===== config.mk =====
export PLATFORM = sky130hd
export DESIGN_NAME = autoneg_control_status
export DESIGN_NICKNAME = d
export VERILOG_FILES = /design/src/include/autoneg_pkg.sv /design/src/hdl/autoneg_control_status.sv
export SDC_FILE = /design/constraint.sdc
export NUM_CORES = 1
export LEC_CHECK = 0
export ABC_AREA = 1
export BUFFER_PORTS_ARGS = -buffer_cell sky130_fd_sc_hd__buf_2
export CAP_MARGIN = 20
export CORE_UTILIZATION = 52
export DETAILED_ROUTE_END_ITERATION = 10
export HOLD_SLACK_MARGIN = 0.03
export PLACE_DENSITY = 0.71
export RECOVER_POWER = 50
export SLEW_MARGIN = 20
export SYNTH_ARGS = -nofsm -noshare
export SYNTH_HDL_FRONTEND = slang
export SYNTH_SLANG_ARGS = --single-unit

===== constraint.sdc =====
create_clock -name clk -period 2.1 [get_ports clk]
set_input_delay 0.42 -clock clk [delete_from_list [all_inputs] [get_ports clk]]
set_output_delay 0.42 -clock clk [all_outputs]
set_load 0.005 [all_outputs]

===== src/include/autoneg_pkg.sv =====
// Summary of operation
// - Strap level sampled at reset loads advertisement bits [8:5].
// - Strap 0 advertises half duplex only; strap 1 all four modes.
// - Control register at 0x00 changes negotiation setting at any time.
// - Bursts carry exactly the advertisement register at 04h.
// - Resolution priority: 100 full, 100 half, 10 full, 10 half.
// - Negotiation off: control speed and duplex bits set the mode.
// - Negotiation on: control speed and duplex bits are ignored.
// - After link, status register 10h reports the link speed.
// - Ability bits read as ones, except 100BASE-T4 which reads zero.
// - Basic status shows complete, remote fault, link, preamble skip.
// - Advertisement resets to the strap-selected abilities; cleared bits stop offering.
// - Partner register 0x05 captures base and next page words.
// - Parallel detect loads partner register with 0081h or 0021h.
// - Expansion flags detect fault, both next page, page, partner able.
// - Clearing control bit 10 leaves isolate within 100 us.
// - Reset release leaves isolate within 500 us.
// - MII or RMII chosen by strap at reset or by register.
// - Writing one to control bit 9 restarts negotiation.
// - Renegotiation halts transmit until break link timer, then bursts.
// - After parallel detect, partner able reads zero while complete.
// - Loss of link after negotiation restarts negotiation.
package autoneg_pkg;

    // ****************************************************************
    // Register map
    // ****************************************************************
    localparam logic [4:0] ADDR_CTRL = 5'h00;
    localparam logic [4:0] ADDR_STAT = 5'h01;
    localparam logic [4:0] ADDR_ADV = 5'h04;
    localparam logic [4:0] ADDR_LPA = 5'h05;
    localparam logic [4:0] ADDR_EXP = 5'h06;
    localparam logic [4:0] ADDR_PHY_STAT = 5'h10;
    localparam logic [4:0] ADDR_MACCFG = 5'h17;

    localparam int CTRL_RESET = 15;
    localparam int CTRL_SPEED = 13;
    localparam int CTRL_AN_EN = 12;
    localparam int CTRL_ISO = 10;
    localparam int CTRL_RESTART = 9;
    localparam int CTRL_DUPLEX = 8;
    localparam int MACCFG_RMII = 5;
    localparam int ADV_LO = 5;
    localparam int ADV_HI = 8;

    localparam logic [15:0] CTRL_RST_VAL = 16'h3100;
    localparam logic [15:0] CTRL_WMASK = 16'h7D00;
    localparam logic [15:0] ADV_BASE = 16'h0001;
    localparam logic [3:0] ADV_STRAP0 = 4'h5;
    localparam logic [3:0] ADV_STRAP1 = 4'hF;
    localparam logic [15:0] STAT_FIXED = 16'h7849;
    localparam logic [15:0] PD_100_WORD = 16'h0081;
    localparam logic [15:0] PD_10_WORD = 16'h0021;

    // ****************************************************************
    // Timing
    // ****************************************************************
    localparam int CLK_MHZ = 25;
    localparam int ISO_CLEAR_US = 100;
    localparam int ISO_RESET_US = 500;
    localparam int BREAK_LINK_MS = 1500;
    localparam int ISO_CLEAR_CYCLES = ISO_CLEAR_US * CLK_MHZ;
    localparam int ISO_RESET_CYCLES = ISO_RESET_US * CLK_MHZ;
    localparam int BREAK_CYCLES = BREAK_LINK_MS * 1000 * CLK_MHZ;

    typedef enum logic [2:0] {
        ST_FORCED = 3'b000,
        ST_BREAK = 3'b001,
        ST_ABILITY = 3'b010,
        ST_WAIT_LINK = 3'b011,
        ST_DONE = 3'b100
    } an_state_t;

    typedef struct packed {
        logic wr;
        logic rd;
        logic [4:0] addr;
        logic [15:0] wdata;
    } reg_req_t;

    typedef struct packed {
        logic valid;
        logic [15:0] word;
    } page_in_t;

    typedef struct packed {
        logic speed_100;
        logic full_duplex;
    } mode_t;

endpackage


===== src/hdl/autoneg_control_status.sv =====
// The strobed register port is this design's own decision.
`timescale 1ns/1ps
module autoneg_control_status #(
    parameter int BREAK_LINK_CYCLES = autoneg_pkg::BREAK_CYCLES,
    parameter int RESET_ISO_CYCLES = autoneg_pkg::ISO_RESET_CYCLES,
    parameter bit LOCAL_NP_ABLE = 1'b0
) (
    input wire logic clk, // 25 MHz clock
    input wire logic rst_n, // Synchronous reset, active low
    input wire autoneg_pkg::reg_req_t bus_req, // Register request
    output logic [15:0] rd_data, // Read data, cycle after read
    input wire logic negotiation_strap_pin, // Advertisement strap
    input wire logic mac_mode_strap, // 1 selects RMII at reset
    input wire autoneg_pkg::page_in_t page_in, // Received code word
    input wire logic link_100_ok, // 100 Mb/s receiver sees link
    input wire logic link_10_ok, // 10 Mb/s receiver sees link
    output logic [15:0] adv_word, // Word sent in bursts
    output logic flp_enable, // Send link pulse bursts
    output logic tx_halt, // Halt all transmit activity
    output autoneg_pkg::mode_t op_mode, // Operating speed and duplex
    output logic an_complete, // Negotiation complete
    output logic isolate, // Isolate from the MAC
    output logic rmii_mode // MAC interface is RMII
);

    // ****************************************************************
    // Checks and helpers
    // ****************************************************************
    if (BREAK_LINK_CYCLES < 2 || RESET_ISO_CYCLES < 2) begin : g_bad
        $error("cycle counts must be at least two");
    end

    function automatic autoneg_pkg::mode_t resolve(input logic [3:0] c);
        autoneg_pkg::mode_t m;
        m = '0;
        if (c[3]) begin
            m = '{speed_100: 1'b1, full_duplex: 1'b1};
        end else if (c[2]) begin
            m = '{speed_100: 1'b1, full_duplex: 1'b0};
        end else if (c[1]) begin
            m = '{speed_100: 1'b0, full_duplex: 1'b1};
        end
        return m;
    endfunction

    localparam logic [31:0] BREAK_LOAD = 32'(BREAK_LINK_CYCLES - 1);
    localparam logic [31:0] ISO_RST_LOAD = 32'(RESET_ISO_CYCLES - 1);
    localparam logic [31:0] ISO_CLR_LOAD =
        32'(autoneg_pkg::ISO_CLEAR_CYCLES - 1);

    autoneg_pkg::an_state_t state_q, state_d;
    logic sw_rst_q;
    logic [15:0] ctrl_q, advert_q, partner_q;
    logic lp_able_q, page_rx_q, pdf_q, pd_done_q, lp_np_q, rmii_q;
    logic [31:0] tmr_q, iso_cnt_q;
    autoneg_pkg::mode_t mode_d;

    // ****************************************************************
    // Register decode
    // ****************************************************************
    wire rst_all = !rst_n || sw_rst_q;
    wire wr_ctrl = bus_req.wr && bus_req.addr == autoneg_pkg::ADDR_CTRL;
    wire wr_adv = bus_req.wr && bus_req.addr == autoneg_pkg::ADDR_ADV;
    wire wr_mac = bus_req.wr && bus_req.addr == autoneg_pkg::ADDR_MACCFG;
    wire rd_exp = bus_req.rd && bus_req.addr == autoneg_pkg::ADDR_EXP;
    wire an_en = ctrl_q[autoneg_pkg::CTRL_AN_EN];
    wire sw_rst_req = wr_ctrl && bus_req.wdata[autoneg_pkg::CTRL_RESET];
    wire an_rise = wr_ctrl && bus_req.wdata[autoneg_pkg::CTRL_AN_EN]
        && !an_en;
    wire restart_req = wr_ctrl && an_en
        && bus_req.wdata[autoneg_pkg::CTRL_RESTART];
    wire iso_clear = wr_ctrl && ctrl_q[autoneg_pkg::CTRL_ISO]
        && !bus_req.wdata[autoneg_pkg::CTRL_ISO];
    wire [3:0] common = advert_q[autoneg_pkg::ADV_HI:autoneg_pkg::ADV_LO]
        & partner_q[autoneg_pkg::ADV_HI:autoneg_pkg::ADV_LO];
    wire page_common = (advert_q[autoneg_pkg::ADV_HI:autoneg_pkg::ADV_LO]
        & page_in.word[autoneg_pkg::ADV_HI:autoneg_pkg::ADV_LO]) != 4'h0;
    wire autoneg_pkg::mode_t resolved = resolve(common);
    wire autoneg_pkg::mode_t forced = '{
        speed_100: ctrl_q[autoneg_pkg::CTRL_SPEED],
        full_duplex: ctrl_q[autoneg_pkg::CTRL_DUPLEX]};
    wire res_link = resolved.speed_100 ? link_100_ok : link_10_ok;
    wire forced_link = forced.speed_100 ? link_100_ok : link_10_ok;
    wire pd_one = (link_100_ok ^ link_10_ok) && !page_rx_q;
    wire pd_both = link_100_ok && link_10_ok && !page_rx_q;
    wire base_page = page_in.valid && !page_rx_q;
    wire link_up = state_q == autoneg_pkg::ST_DONE
        || (state_q == autoneg_pkg::ST_FORCED && forced_link);
    wire rfault = partner_q[13] && lp_able_q;
    wire enter_ability = state_d == autoneg_pkg::ST_ABILITY
        && state_q != autoneg_pkg::ST_ABILITY;

    wire [15:0] stat_word = autoneg_pkg::STAT_FIXED
        | {10'h000, an_complete, rfault, 1'b0, link_up, 2'b00};
    wire [15:0] exp_word = {11'h000, pdf_q, lp_np_q, LOCAL_NP_ABLE,
        page_rx_q, lp_able_q};
    wire [15:0] phy_stat_word = {11'h000, an_complete, 1'b0,
        op_mode.full_duplex, !op_mode.speed_100, link_up};
    wire [15:0] rd_mux =
        bus_req.addr == autoneg_pkg::ADDR_CTRL ? ctrl_q :
        bus_req.addr == autoneg_pkg::ADDR_STAT ? stat_word :
        bus_req.addr == autoneg_pkg::ADDR_ADV ? advert_q :
        bus_req.addr == autoneg_pkg::ADDR_LPA ? partner_q :
        bus_req.addr == autoneg_pkg::ADDR_EXP ? exp_word :
        bus_req.addr == autoneg_pkg::ADDR_PHY_STAT ? phy_stat_word :
        bus_req.addr == autoneg_pkg::ADDR_MACCFG ?
        16'(rmii_q) << autoneg_pkg::MACCFG_RMII : 16'h0000;

    // ****************************************************************
    // Negotiation sequencing
    // ****************************************************************
    always_comb begin
        state_d = state_q;
        case (state_q)
            autoneg_pkg::ST_FORCED: begin
                if (an_rise) begin
                    state_d = autoneg_pkg::ST_BREAK;
                end
            end
            autoneg_pkg::ST_BREAK: begin
                if (tmr_q == 32'h0000_0000) begin
                    state_d = autoneg_pkg::ST_ABILITY;
                end
            end
            autoneg_pkg::ST_ABILITY: begin
                if (base_page && page_common) begin
                    state_d = autoneg_pkg::ST_WAIT_LINK;
                end else if (pd_one) begin
                    state_d = autoneg_pkg::ST_DONE;
                end
            end
            autoneg_pkg::ST_WAIT_LINK: begin
                if (res_link) begin
                    state_d = autoneg_pkg::ST_DONE;
                end
            end
            autoneg_pkg::ST_DONE: begin
                if (!res_link) begin
                    state_d = autoneg_pkg::ST_ABILITY;
                end
            end
            default: begin
                state_d = autoneg_pkg::ST_FORCED;
            end
        endcase
        if (!an_en && !an_rise) begin
            state_d = autoneg_pkg::ST_FORCED;
        end else if (restart_req) begin
            state_d = autoneg_pkg::ST_BREAK;
        end
    end

    always_comb begin
        if (!an_en) begin
            mode_d = forced;
        end else if (state_q == autoneg_pkg::ST_DONE) begin
            mode_d = resolved;
        end else begin
            mode_d = '0;
        end
    end

    always_ff @(posedge clk) begin
        if (rst_all) begin
            state_q <= autoneg_pkg::ST_ABILITY;
            tmr_q <= '0;
        end else begin
            state_q <= state_d;
            tmr_q <= state_d == autoneg_pkg::ST_BREAK
                && state_q != autoneg_pkg::ST_BREAK ? BREAK_LOAD
                : tmr_q - 32'(tmr_q != '0);
        end
    end

    // ****************************************************************
    // Management registers
    // ****************************************************************
    always_ff @(posedge clk) begin
        if (rst_all) begin
            ctrl_q <= autoneg_pkg::CTRL_RST_VAL;
            advert_q <= autoneg_pkg::ADV_BASE;
            advert_q[8:5] <= negotiation_strap_pin ? autoneg_pkg::ADV_STRAP1
                : autoneg_pkg::ADV_STRAP0;
            rmii_q <= mac_mode_strap;
        end else begin
            if (wr_ctrl) begin
                ctrl_q <= bus_req.wdata & autoneg_pkg::CTRL_WMASK;
            end
            if (wr_adv) begin
                advert_q <= bus_req.wdata;
            end
            if (wr_mac) begin
                rmii_q <= bus_req.wdata[autoneg_pkg::MACCFG_RMII];
            end
        end
    end

    always_ff @(posedge clk) begin
        if (rst_all) begin
            partner_q <= '0;
            lp_able_q <= 1'b0;
            page_rx_q <= 1'b0;
            pd_done_q <= 1'b0;
            lp_np_q <= 1'b0;
            pdf_q <= 1'b0;
        end else begin
            if (enter_ability) begin
                page_rx_q <= 1'b0;
                lp_able_q <= 1'b0;
                pd_done_q <= 1'b0;
            end else if (state_q == autoneg_pkg::ST_ABILITY && pd_one) begin
                partner_q <= link_100_ok ? autoneg_pkg::PD_100_WORD
                    : autoneg_pkg::PD_10_WORD;
                pd_done_q <= 1'b1;
                lp_able_q <= 1'b0;
            end else if (page_in.valid && an_en) begin
                partner_q <= page_in.word;
                page_rx_q <= 1'b1;
                lp_able_q <= 1'b1;
                lp_np_q <= base_page ? page_in.word[15] : lp_np_q;
            end
            if (state_q == autoneg_pkg::ST_ABILITY && pd_both) begin
                pdf_q <= 1'b1;
            end else if (rd_exp) begin
                pdf_q <= 1'b0;
            end
        end
    end

    // ****************************************************************
    // Isolate timing and outputs
    // ****************************************************************
    always_ff @(posedge clk) begin
        if (rst_all) begin
            iso_cnt_q <= ISO_RST_LOAD;
            isolate <= 1'b1;
        end else begin
            iso_cnt_q <= iso_clear ? ISO_CLR_LOAD
                : iso_cnt_q - 32'(iso_cnt_q != '0);
            isolate <= ctrl_q[autoneg_pkg::CTRL_ISO] || iso_cnt_q != '0;
        end
    end

    always_ff @(posedge clk) begin
        if (!rst_n) begin
            sw_rst_q <= 1'b0;
            rd_data <= '0;
        end else begin
            sw_rst_q <= sw_rst_req;
            rd_data <= bus_req.rd ? rd_mux : 16'h0000;
        end
    end

    always_ff @(posedge clk) begin
        if (rst_all) begin
            adv_word <= '0;
            flp_enable <= 1'b0;
            tx_halt <= 1'b0;
            op_mode <= '0;
            an_complete <= 1'b0;
            rmii_mode <= 1'b0;
        end else begin
            adv_word <= advert_q;
            flp_enable <= state_q == autoneg_pkg::ST_ABILITY;
            tx_halt <= state_q == autoneg_pkg::ST_BREAK;
            op_mode <= mode_d;
            an_complete <= an_en && state_q == autoneg_pkg::ST_DONE;
            rmii_mode <= rmii_q;
        end
    end

    // ****************************************************************
    // Assertions
    // ****************************************************************
    a_strap_advert: assert property (
        @(posedge clk) disable iff (!rst_n || sw_rst_q)
        $rose(rst_n) |-> advert_q[8:5] == ($past(negotiation_strap_pin)
            ? autoneg_pkg::ADV_STRAP1 : autoneg_pkg::ADV_STRAP0))
        else $error("advertised abilities do not follow the strap");

    a_forced_mode: assert property (
        @(posedge clk) disable iff (!rst_n || sw_rst_q)
        !an_en && !wr_ctrl |=> op_mode == $past(forced))
        else $error("forced mode not taken from control bits");

    a_resolve_top: assert property (
        @(posedge clk) disable iff (!rst_n || sw_rst_q)
        an_en && state_q == autoneg_pkg::ST_DONE && common[3] && !wr_ctrl
        |=> op_mode.speed_100 && op_mode.full_duplex)
        else $error("highest common mode not chosen");

    a_break_halt: assert property (
        @(posedge clk) disable iff (!rst_n || sw_rst_q)
        restart_req |=> ##1 tx_halt && !flp_enable)
        else $error("restart did not halt transmission");

    a_pd_word: assert property (
        @(posedge clk) disable iff (!rst_n || sw_rst_q)
        state_q == autoneg_pkg::ST_ABILITY && pd_one && link_100_ok
        && !enter_ability |=> partner_q == autoneg_pkg::PD_100_WORD)
        else $error("parallel detect word not loaded");

    a_pd_not_able: assert property (
        @(posedge clk) disable iff (!rst_n || sw_rst_q)
        an_complete && pd_done_q |-> !lp_able_q)
        else $error("partner able set after parallel detect");

    a_link_loss: assert property (
        @(posedge clk) disable iff (!rst_n || sw_rst_q)
        an_en && state_q == autoneg_pkg::ST_DONE && !res_link
        && !wr_ctrl |=> state_q == autoneg_pkg::ST_ABILITY)
        else $error("link loss did not resume negotiation");

    a_iso_bound: assert property (
        @(posedge clk) disable iff (!rst_n || sw_rst_q)
        iso_cnt_q == '0 && !ctrl_q[autoneg_pkg::CTRL_ISO] && !rst_all
        |=> !isolate)
        else $error("isolate held past its time");

    a_iso_clear: assert property (
        @(posedge clk) disable iff (!rst_n || sw_rst_q)
        iso_clear |=> iso_cnt_q == ISO_CLR_LOAD && isolate)
        else $error("isolate exit timer not started");

    a_adv_copy: assert property (
        @(posedge clk) disable iff (!rst_n || sw_rst_q)
        !rst_all |=> adv_word == $past(advert_q))
        else $error("burst word differs from advertisement");

    a_halt_state: assert property (
        @(posedge clk) disable iff (!rst_n || sw_rst_q)
        !rst_all |=> tx_halt == ($past(state_q) == autoneg_pkg::ST_BREAK))
        else $error("transmit halt does not follow break state");

    a_pdf_set: assert property (
        @(posedge clk) disable iff (!rst_n || sw_rst_q)
        state_q == autoneg_pkg::ST_ABILITY && pd_both && !rst_all
        |=> pdf_q)
        else $error("parallel detect fault not flagged");

    a_rd_idle: assert property (
        @(posedge clk) disable iff (!rst_n || sw_rst_q)
        !bus_req.rd |=> rd_data == 16'h0000)
        else $error("read data not zero outside a read");

endmodule


; ---- After elaboration in Yosys (flattened, before gate mapping)
; Index checks and enable logic that the tools add are counted.
[word_totals]
ff_bits = 150
inputBits = 46
out_inout_bits = 39
word_cells = 137
[classes]
n_addsub = 2
eq_ne = 14
muxes = 35
bitwise_logic = 6
n_reduce_logical = 54
[op_table]
columns = cell, count
row1 = 2-to-1 mux 16 bit, 4
row2 = nonzero test 32 bit, 2
row3 = subtractor 32 x 1 -> 32 bit, 2
row4 = logical NOT 32 bit, 1
row5 = 2-to-1 mux 15 bit, 2
row6 = 2-to-1 mux 26 bit, 1
row7 = logical AND 1 bit, 25
row8 = 2-to-1 mux 3 bit, 8
row9 = 2-to-1 mux 6 bit, 3
row10 = 2-to-1 mux 9 bit, 2
row11 = equality test 5 x 3 -> 1 bit (second input constant), 3
row12 = case mux 3 bit (5 select lines), 1
row13 = 2-to-1 mux 14 bit, 1
row14 = equality test 5 bit (second input constant), 2
row15 = equality test 3 x 2 -> 1 bit (second input constant), 3
row16 = AND 4 bit, 2
row17 = 2-to-1 mux 2 bit, 4
row18 = 2-to-1 mux 8 bit, 1
row19 = nonzero test 2 bit, 4
row20 = OR reduction 2 bit, 4
row21 = 2-to-1 mux 1 bit, 7
row22 = equality test 3 x 1 -> 1 bit (second input constant), 2
row23 = logical NOT 1 bit, 6
row24 = AND reduction 2 bit, 3
row25 = other kinds (13), 18

; ---- Logic depth before layout (Yosys ltp)
; Gate-level depths: netlist of the first run.
[logic_depth]
depth_word = 13
ltp_mapped = 21
depth_no_buf = 21

; ---- Least setup slack after synthesis of the first run
; OpenSTA, ideal clock, no wires.
[synth_path]
kind = register -> register
start = register tmr_q[9]
end = register tmr_q[28]
setup_ns = 0.114
arrival_time_ns = 2.186
required_time_ns = 1.986
setup_slack_ns = -0.201
stages_incl_launch_ff = 18
n_path_buf = 0
synth_period_minus_slack_ns = 2.301
cell_sequence = dfxtp_1 -> nor2_1 -> nand2_1 -> nor2_2 -> nand2_1 -> nor2_2 -> inv_1 -> ha_1 -> ha_1 -> nand2_1 -> nor3_2 -> nand2_1 -> inv_2 -> nand4_2 -> nor2_1 -> nand2_1 -> xor2_1 -> nor2_1
[synth_between]
elab_chain_cells = 8
elab_cells_between_ends = 10
cone_classes = add/sub: 1 / eq/ne: 1 / mux: 4 / reduce/logical: 4
[synth_lines]
columns = item, line_no
row1 = "start, declared", autoneg_control_status.sv:55  ; logic [31:0] tmr_q, iso_cnt_q;
row2 = "start signal, assigned", autoneg_control_status.sv:169  ; tmr_q <= state_d == autoneg_pkg::ST_BREAK
row3 = logical NOT 32 bit, autoneg_control_status.sv:121  ; if (tmr_q == 32'h0000_0000) begin
row4 = 2-to-1 mux 3 bit, autoneg_control_status.sv:121
row5 = case mux 3 bit (5 select lines), autoneg_control_status.sv:114  ; case (state_q)
row6 = 2-to-1 mux 3 bit, autoneg_control_status.sv:148  ; end else if (restart_req) begin
row7 = 2-to-1 mux 3 bit, autoneg_control_status.sv:146  ; if (!an_en && !an_rise) begin
row8 = equality test 3 x 1 -> 1 bit, autoneg_control_status.sv:169
row9 = logical AND 1 bit, autoneg_control_status.sv:170  ; && state_q != autoneg_pkg::ST_BREAK ? BREAK_LOAD
row10 = OR reduction 2 bit (no source line), -
; Several ways; a longest one is shown, not always the timed one.
; A chain may end at the register's enable or synchronous reset.

; ---- Worst setup path in the final report of the first run
[layout_path]
start = register tmr_q[8]
end = register tmr_q[28]
; The elaborated chain is that of the path after synthesis.

==> flow_metrics.tcl, run 1 <==
set metrics [dict create \
    post_drt_via_cell_ratio 5.15 \
    overall_via_count_from_detail_route 7126 \
    clk_pin_slew_worst_paths_ps 70 \
    synth_seq_cells 150 \
    worst_r2r_path_depth 17 \
    first_global_vias 6229 \
    io_pins 85 \
    fp.dieH_um 117 \
    pwr_density_cell_nw_per_um2 1120 \
    number_of_synthesized_flops_with_an_enable_pin 5 \
    r2r_setup_slack_ps -160 \
    setup_repair_after_global_routing_missed_its_margin "yes" \
    grt_start_max_net_pins 38 \
    clkPwrFrac 0.276 \
    antenna_found_initial 0 \
    number_of_unique_standard_cell_types_used_by_synthesis 48 \
    final.setup.worst_slack_ps -156 \
    worst-endpoint-arrival_ps 2570 \
    cts.path.max_buffers 2 \
    drv_cap 0 \
    layout-drive-gt1-share 0.361 \
    hold_critical_path_depth 3 \
    critical_path.max_fanout 4 \
    clk-insertion-delay-late_ps 440 \
    hold_violations 0 \
    drt-wirelength-per-cell_um 14.7 \
    yosysSeqAreaShare 0.443 \
    cts_inserted_buffers 17 \
    worst_slew_margin_rel 0.0935 \
    count_of_mapped_cells_out_of_synthesis 949 \
    drt.antenna.violating_nets 0 \
    design.die.area_um2 13700 \
    rows 41 \
    drt_first_pass_iters 7 \
    route.final.wire_length_mm 20.3 \
    worstSetupPathType "register to register" \
    power.leakage_nw 4.64 \
    hold_class "input port to register" \
    yosys_warnings 0 \
    detailedRoute.firstIterationViolations 656 \
    internal_dissipation_w 0.00697 \
    place_congestion 0.936 \
    nNetsFinal 1249 \
    clock-root-buffer "sky130_fd_sc_hd__clkbuf_16" \
    area_of_the_core_um2 12800 \
    initial_core_util 0.539 \
    p_sw_frac 0.373 \
    worstMarginPinSlew_ps 1360 \
    syn2layout_area_growth_pct 43.7 \
    grt_util_all_layers 0.282 \
    number_of_setup_violations_in_the_final_report 29 \
    predominant_post_synthesis_flop_cell "sky130_fd_sc_hd__dfxtp_1" \
    hold_slack_final_ps 200 \
    seq_power_share 0.322 \
    drc 0 \
    io_buffer_count 84 \
    critPathRequiredTime_ps 2410 \
    synthesis.nets 1000 \
    ir_drop_uv 850 \
    htreeDepth 4 \
    tritoncts "yes" \
    p_comb_frac 0.402 \
    finish.utilization 0.775 \
    asyncSetResetFlopFracSynth 0 \
    average_footprint_of_a_synthesized_cell_um2 7.26 \
    slew_violations 0 \
    fmax_mhz 443 \
    power_switching_w 0.00414 \
    worst_setup_path_start_kind "register" \
    finalClockSkew_ps 6.93 \
    floorplan.die.width_um 117 \
    worstSetupEndpointType "register" \
    violations "setup timing" \
    syn_area_um2 6890 \
    clkSinkCount 150 \
    final.period_utilization 1.07 \
    dp_hpwl_mm 13.4 \
    grt_pass1_wl_mm 29.3 \
    timing.final.crit_period_ps 2260 \
    outcome "finished, violations left" \
    antenna-diode-count 0 \
    grt-ovfl-total 0 \
]
==> what timing repair did <==
item | 4_1_cts | 5_1_grt
pin swaps | 28 | 52
endpoints found under the setup margin | 34 | 61
setup buffers | 17 | 20
hold buffers | 0 | 0
gates resized for setup | 33 | 129
==> routing by layer <==
metal  part of all wire  wire length, µm  global-route usage  vias to the layer above
li1                   -                -                   -                     3531
met1               0.40             8150               0.324                     3263
met2               0.51            10400               0.507                      276
met3              0.051             1040              0.0489                       56
met4              0.036              737               0.137                        0
met5                  0                0                   0                        -
==> flip-flops by register name (all words and copies together) (netlist names) <==
name	count
flp_enable	1
pdf_q	1
page_rx_q	1
ctrl_q	6
rd_data	16
isolate	1
an_complete	1
rmii_mode	1
partner_q	16
op_mode	2
rmii_q	1
advert_q	16
tx_halt	1
tmr_q	32
adv_word	16
lp_able_q	1
sw_rst_q	1
state_q	3
lp_np_q	1
iso_cnt_q	32
==> cell usage in the layout, fill, tap and decap left out, types with 9 or more instances in the layout <==
cell type / n
sky130_fd_sc_hd__a21oi_2: 10
sky130_fd_sc_hd__nand2_1: 152
sky130_fd_sc_hd__clkbuf_16: 17
sky130_fd_sc_hd__nor3_1: 9
sky130_fd_sc_hd__buf_4: 154
sky130_fd_sc_hd__buf_6: 9
sky130_fd_sc_hd__nor2_2: 21
sky130_fd_sc_hd__dfxtp_2: 34
sky130_fd_sc_hd__nor2_1: 149
sky130_fd_sc_hd__inv_1: 114
sky130_fd_sc_hd__nand2_4: 12
sky130_fd_sc_hd__o21ai_0: 38
sky130_fd_sc_hd__dfxtp_1: 110
sky130_fd_sc_hd__buf_2: 46
sky130_fd_sc_hd__inv_2: 18
sky130_fd_sc_hd__clkbuf_1: 41
sky130_fd_sc_hd__nand3_2: 14
sky130_fd_sc_hd__xor2_1: 16
sky130_fd_sc_hd__a21oi_1: 55
sky130_fd_sc_hd__nand2_2: 20
sky130_fd_sc_hd__nand3_1: 28
sky130_fd_sc_hd__nor2_4: 23
==> worst max-delay path, cell delays in order (launching register included) <==
cell,delay (ps)
sky130_fd_sc_hd__dfxtp_2,360
sky130_fd_sc_hd__nor2_4,50
sky130_fd_sc_hd__nand2_2,90
sky130_fd_sc_hd__nor2_4,50
sky130_fd_sc_hd__nand2_2,90
sky130_fd_sc_hd__nor2_4,50
sky130_fd_sc_hd__inv_2,70
sky130_fd_sc_hd__ha_4,140
sky130_fd_sc_hd__ha_4,140
sky130_fd_sc_hd__nand2_4,60
sky130_fd_sc_hd__nor3_4,150
sky130_fd_sc_hd__nand2_2,90
sky130_fd_sc_hd__inv_2,90
sky130_fd_sc_hd__nand4_4,150
sky130_fd_sc_hd__nor2_4,220
sky130_fd_sc_hd__nand2_2,70
sky130_fd_sc_hd__xor2_1,190
sky130_fd_sc_hd__nor2_1,80
==> power groups by stage <==
stage	logic, W	registers [W]	clock network, W
2_1_floorplan	0.00222	0.00355	0
3_3_place_gp	0.00338	0.00352	0
3_5_place_dp	0.00344	0.00353	0
4_1_cts	0.00362	0.00350	0.00309
5_1_grt	0.00486	0.00361	0.00321
6_report	0.00447	0.00358	0.00307
==> cell type report <==
cell class | count | area (µm²)
well taps | 172 | 215
inverters | 134 | 505
flip-flops and latches | 150 | 3100
clock buffers | 18 | 439
repair buffers | 251 | 1660
multi-input cells | 644 | 3820
clock inverters | 14 | 150
fillers | 914 | 2880
==> cells by family after synthesis <==
| kind of cell | share of synthesized area |
|---|---|
| AND/OR/NAND/NOR | 0.320 |
| buffers and inverters | 0.0883 |
| flip-flops | 0.443 |
| AO/OA/AOI/OAI | 0.109 |
| XOR/XNOR | 0.0305 |
| adder cells (fa/ha/maj) | 0.00908 |
==> path summary, 6_finish.rpt <==
path	end	startpoint
worst max register to register	tmr_q[28]	tmr_q[8]
worst max-delay path	tmr_q[28]	tmr_q[8]
worst min register to register	iso_cnt_q[14]	iso_cnt_q[14]
worst min-delay path	advert_q[0]	bus_req[0]
==> cells in the mapped netlist, drive strengths merged (8+ instances only) <==
master / n / area [µm²]
nor2: 194 / 793
nand2: 184 / 748
dfxtp: 145 / 2900
inv: 133 / 499
a21oi: 65 / 325
nand3: 50 / 320
o21ai: 41 / 205
xor2: 16 / 140
nor3: 15 / 85.1
clkbuf: 11 / 41.3
or2: 11 / 68.8
buf: 10 / 63.8
nand4: 10 / 75.1
xnor2: 8 / 70.1
==> per-stage QoR <==
step | setup WS, ps | instance area, µm² | instances | power, W | setup TNS (ps)
global placement | -98.6 | 8560 | 1317 | 0.00690 | -869
floorplan | -29.7 | 7030 | 949 | 0.00578 | -62.6
CTS | -114 | 9390 | 1365 | 0.0102 | -785
detailed placement | -131 | 8560 | 1317 | 0.00697 | -1960
global route | -313 | 9890 | 1383 | 0.0117 | -12890
finish | -156 | 9890 | 1383 | 0.0111 | -1510
No activity file was read; power rests on OpenSTA's default activity.
==> run 2, diff against run 1 <==
--- a/config.mk
+++ b/config.mk
@@ -8,10 +8,10 @@
 export ABC_AREA = 1
 export BUFFER_PORTS_ARGS = -buffer_cell sky130_fd_sc_hd__buf_2
 export CAP_MARGIN = 20
-export CORE_UTILIZATION = 52
+export CORE_UTILIZATION = 55
 export DETAILED_ROUTE_END_ITERATION = 10
 export HOLD_SLACK_MARGIN = 0.03
-export PLACE_DENSITY = 0.71
+export PLACE_DENSITY = 0.72
 export RECOVER_POWER = 50
 export SLEW_MARGIN = 20
 export SYNTH_ARGS = -nofsm -noshare
==> constraint.sdc (replaced) <==
create_clock -name clk -period 2.6 [get_ports clk]
set_input_delay 0.52 -clock clk [delete_from_list [all_inputs] [get_ports clk]]
set_output_delay 0.52 -clock clk [all_outputs]
set_load 0.005 [all_outputs]
==> run 2 against run 1 <==
The run now ends clean. Final area down 17%. Via count shrank 12%. Count of clock-buffer cells in the layout increased by 3. Setup slack gained 340 ps. Global-route usage is 2.0 points lower. Combinational power down 50%. Clock power fell by 28%. Critical path type is now input port to register. Largest power group is now sequential cells. Highest routed layer unchanged.
==> flow_metrics.tcl, run 2 (synthesis results as in run 1) <==
set metrics [dict create \
    io_pins 85 \
    grt_util_all_layers 0.262 \
    post_drt_via_cell_ratio 5.07 \
    antenna-diode-count 0 \
    timing.final.crit_period_ps 2410 \
    antenna_found_initial 0 \
    cts_inserted_buffers 17 \
    hold_critical_path_depth 3 \
    largest_registers "iso_cnt_q: 32 flops, tmr_q: 32 flops" \
    critPathRequiredTime_ps 2960 \
    initial_core_util 0.569 \
    route.final.wire_length_mm 16.5 \
    critical-path-top-delay-family "simple AND/OR/NAND/NOR gates" \
    holdCritStartpoint "bus_req[13]" \
    critical_path.reg2reg.startpoint "iso_cnt_q[13]" \
    final.period_utilization 0.928 \
    io_buffer_count 84 \
    worstSetupEndpointType "register" \
    crit_slowest_cell "sky130_fd_sc_hd__nor2_1" \
    grt_pass1_wl_mm 26.8 \
    worstHoldEndpoint "ctrl_q[13]" \
    syn2layout_area_growth_pct 19.5 \
    worst_slew_margin_rel 0.447 \
    r2r_setup_slack_ps 210 \
    worst-endpoint-arrival_ps 2770 \
    worst_setup_path_start_kind "input port" \
    grt_start_max_net_pins 40 \
    clk-insertion-delay-late_ps 420 \
    area_of_the_core_um2 12100 \
    outcome "completed" \
    nNetsFinal 1108 \
    hold_class "input port to register" \
    worstMarginPinSlew_ps 827 \
    detailedRoute.firstIterationViolations 373 \
    layout_common_cells "sky130_fd_sc_hd__nor2_1 (180), sky130_fd_sc_hd__nand2_1 (168), sky130_fd_sc_hd__dfxtp_1 (125), sky130_fd_sc_hd__inv_1 (119), sky130_fd_sc_hd__buf_2 (70)" \
    drc 0 \
    fmax_mhz 415 \
    critical_path.max_fanout 13 \
    num-fill-cells 1099 \
    finalClockSkew_ps 7.39 \
    number_of_setup_violations_in_the_final_report 0 \
    clkSinkCount 150 \
    drv_cap 0 \
    fin_total_pwr_w 0.00733 \
    fp.dieH_um 114 \
    drt-wirelength-per-cell_um 13.3 \
    worstSetupPathType "input port to register" \
    drt.antenna.violating_nets 0 \
    crit_top_cell "sky130_fd_sc_hd__nand2_4" \
    floorplan.die.width_um 114 \
    overall_via_count_from_detail_route 6274 \
    hold_slack_final_ps 309 \
    drt_first_pass_iters 5 \
    layout_commonest_cell "sky130_fd_sc_hd__nor2_1" \
    worst_r2r_path_depth 19 \
    rows 40 \
    layout-drive-gt1-share 0.207 \
    clk_pin_slew_worst_paths_ps 60 \
    slew_violations 0 \
    tritoncts "yes" \
    first_global_vias 5677 \
    cts.path.max_buffers 2 \
    hold_violations 0 \
    grt-ovfl-total 0 \
    clock-root-buffer "sky130_fd_sc_hd__clkbuf_16" \
    design.die.area_um2 13000 \
    crit_buf_inv 3 \
    dp_hpwl_mm 12.0 \
    r2r-end "iso_cnt_q[25]" \
    max_incr_delay_on_cp_ps 430 \
    cp_cell_sequence "buf_2 -> nor2_1 -> nand2_4 -> nor2_1 -> nand2_4 -> inv_2 -> nand3_2 -> inv_2 -> nor2_4 -> nand2_4 -> nor2_8 -> nand2_4 -> nand2_2 -> nand2_1 -> nand2_1 -> nor2_1" \
    ir_drop_uv 666 \
    place_congestion 0.901 \
    htreeDepth 4 \
    power.leakage_nw 3.81 \
    pwr_density_cell_nw_per_um2 891 \
]
[run 2: where the power goes]
group	leakage, nW	switching (W)	internal (W)	total (W)
clock network	0.250	0.000962	0.00124	0.00220
logic	2.32	0.00140	0.000837	0.00224
registers	1.24	0.000246	0.00264	0.00288
[run 2: timing repair]
action	CTS	global route
hold buffers	0	0
resized for setup	5	46
buffers inserted	1	5
endpoints found under the setup margin	8	25
pin swaps	1	6
[run 2: how the worst max path moves through the flow]
stage             startpoint            end  slack (ps)  cells past startpoint
2_1_floorplan       tmr_q[9]      tmr_q[28]         300                     17
3_3_place_gp       tmr_q[10]      tmr_q[28]         -20                     17
3_5_place_dp       tmr_q[10]      tmr_q[28]         -30                     17
4_1_cts            tmr_q[10]      tmr_q[30]          20                     17
5_1_grt        iso_cnt_q[25]  iso_cnt_q[25]         -20                     21
6_report         bus_req[18]   partner_q[9]         190                     16
[run 2: area by class of cell]
| cell class | count | area (µm²) | area share |
|---|---|---|---|
| clock inverter | 11 | 77.6 | 0.00943 |
| inverter | 134 | 503 | 0.0611 |
| sequential | 150 | 3080 | 0.374 |
| tap | 168 | 210 | 0.0255 |
| timing repair buffer | 110 | 588 | 0.0715 |
| clock buffer | 21 | 450 | 0.0547 |
| multi-input combinational | 644 | 3320 | 0.404 |
[run 2: metrics by stage]
step,cell area [µm²],std cells,util,TNS [ps],setup WS [ps]
final,8230,1238,0.680,0,188
after global routing,8230,1238,0.680,-18.6,-18.6
after CTS,8130,1233,0.671,0,15.3
after detailed placement,7570,1200,0.625,-92.1,-32.8
after global placement,7570,1200,0.625,-17.1,-17.1
after floorplan,6890,949,-,0,299
[run 2: routing by layer]
metal,GRT usage,share of wire
met1,0.337,0.46
met2,0.429,0.47
met3,0.0558,0.047
met4,0.111,0.020
met5,0,0
[run 2: worst min-delay path: cells and delay by family]
family	cells	cell delay (ps)
simple gates	2	100
buf+inv	1	90
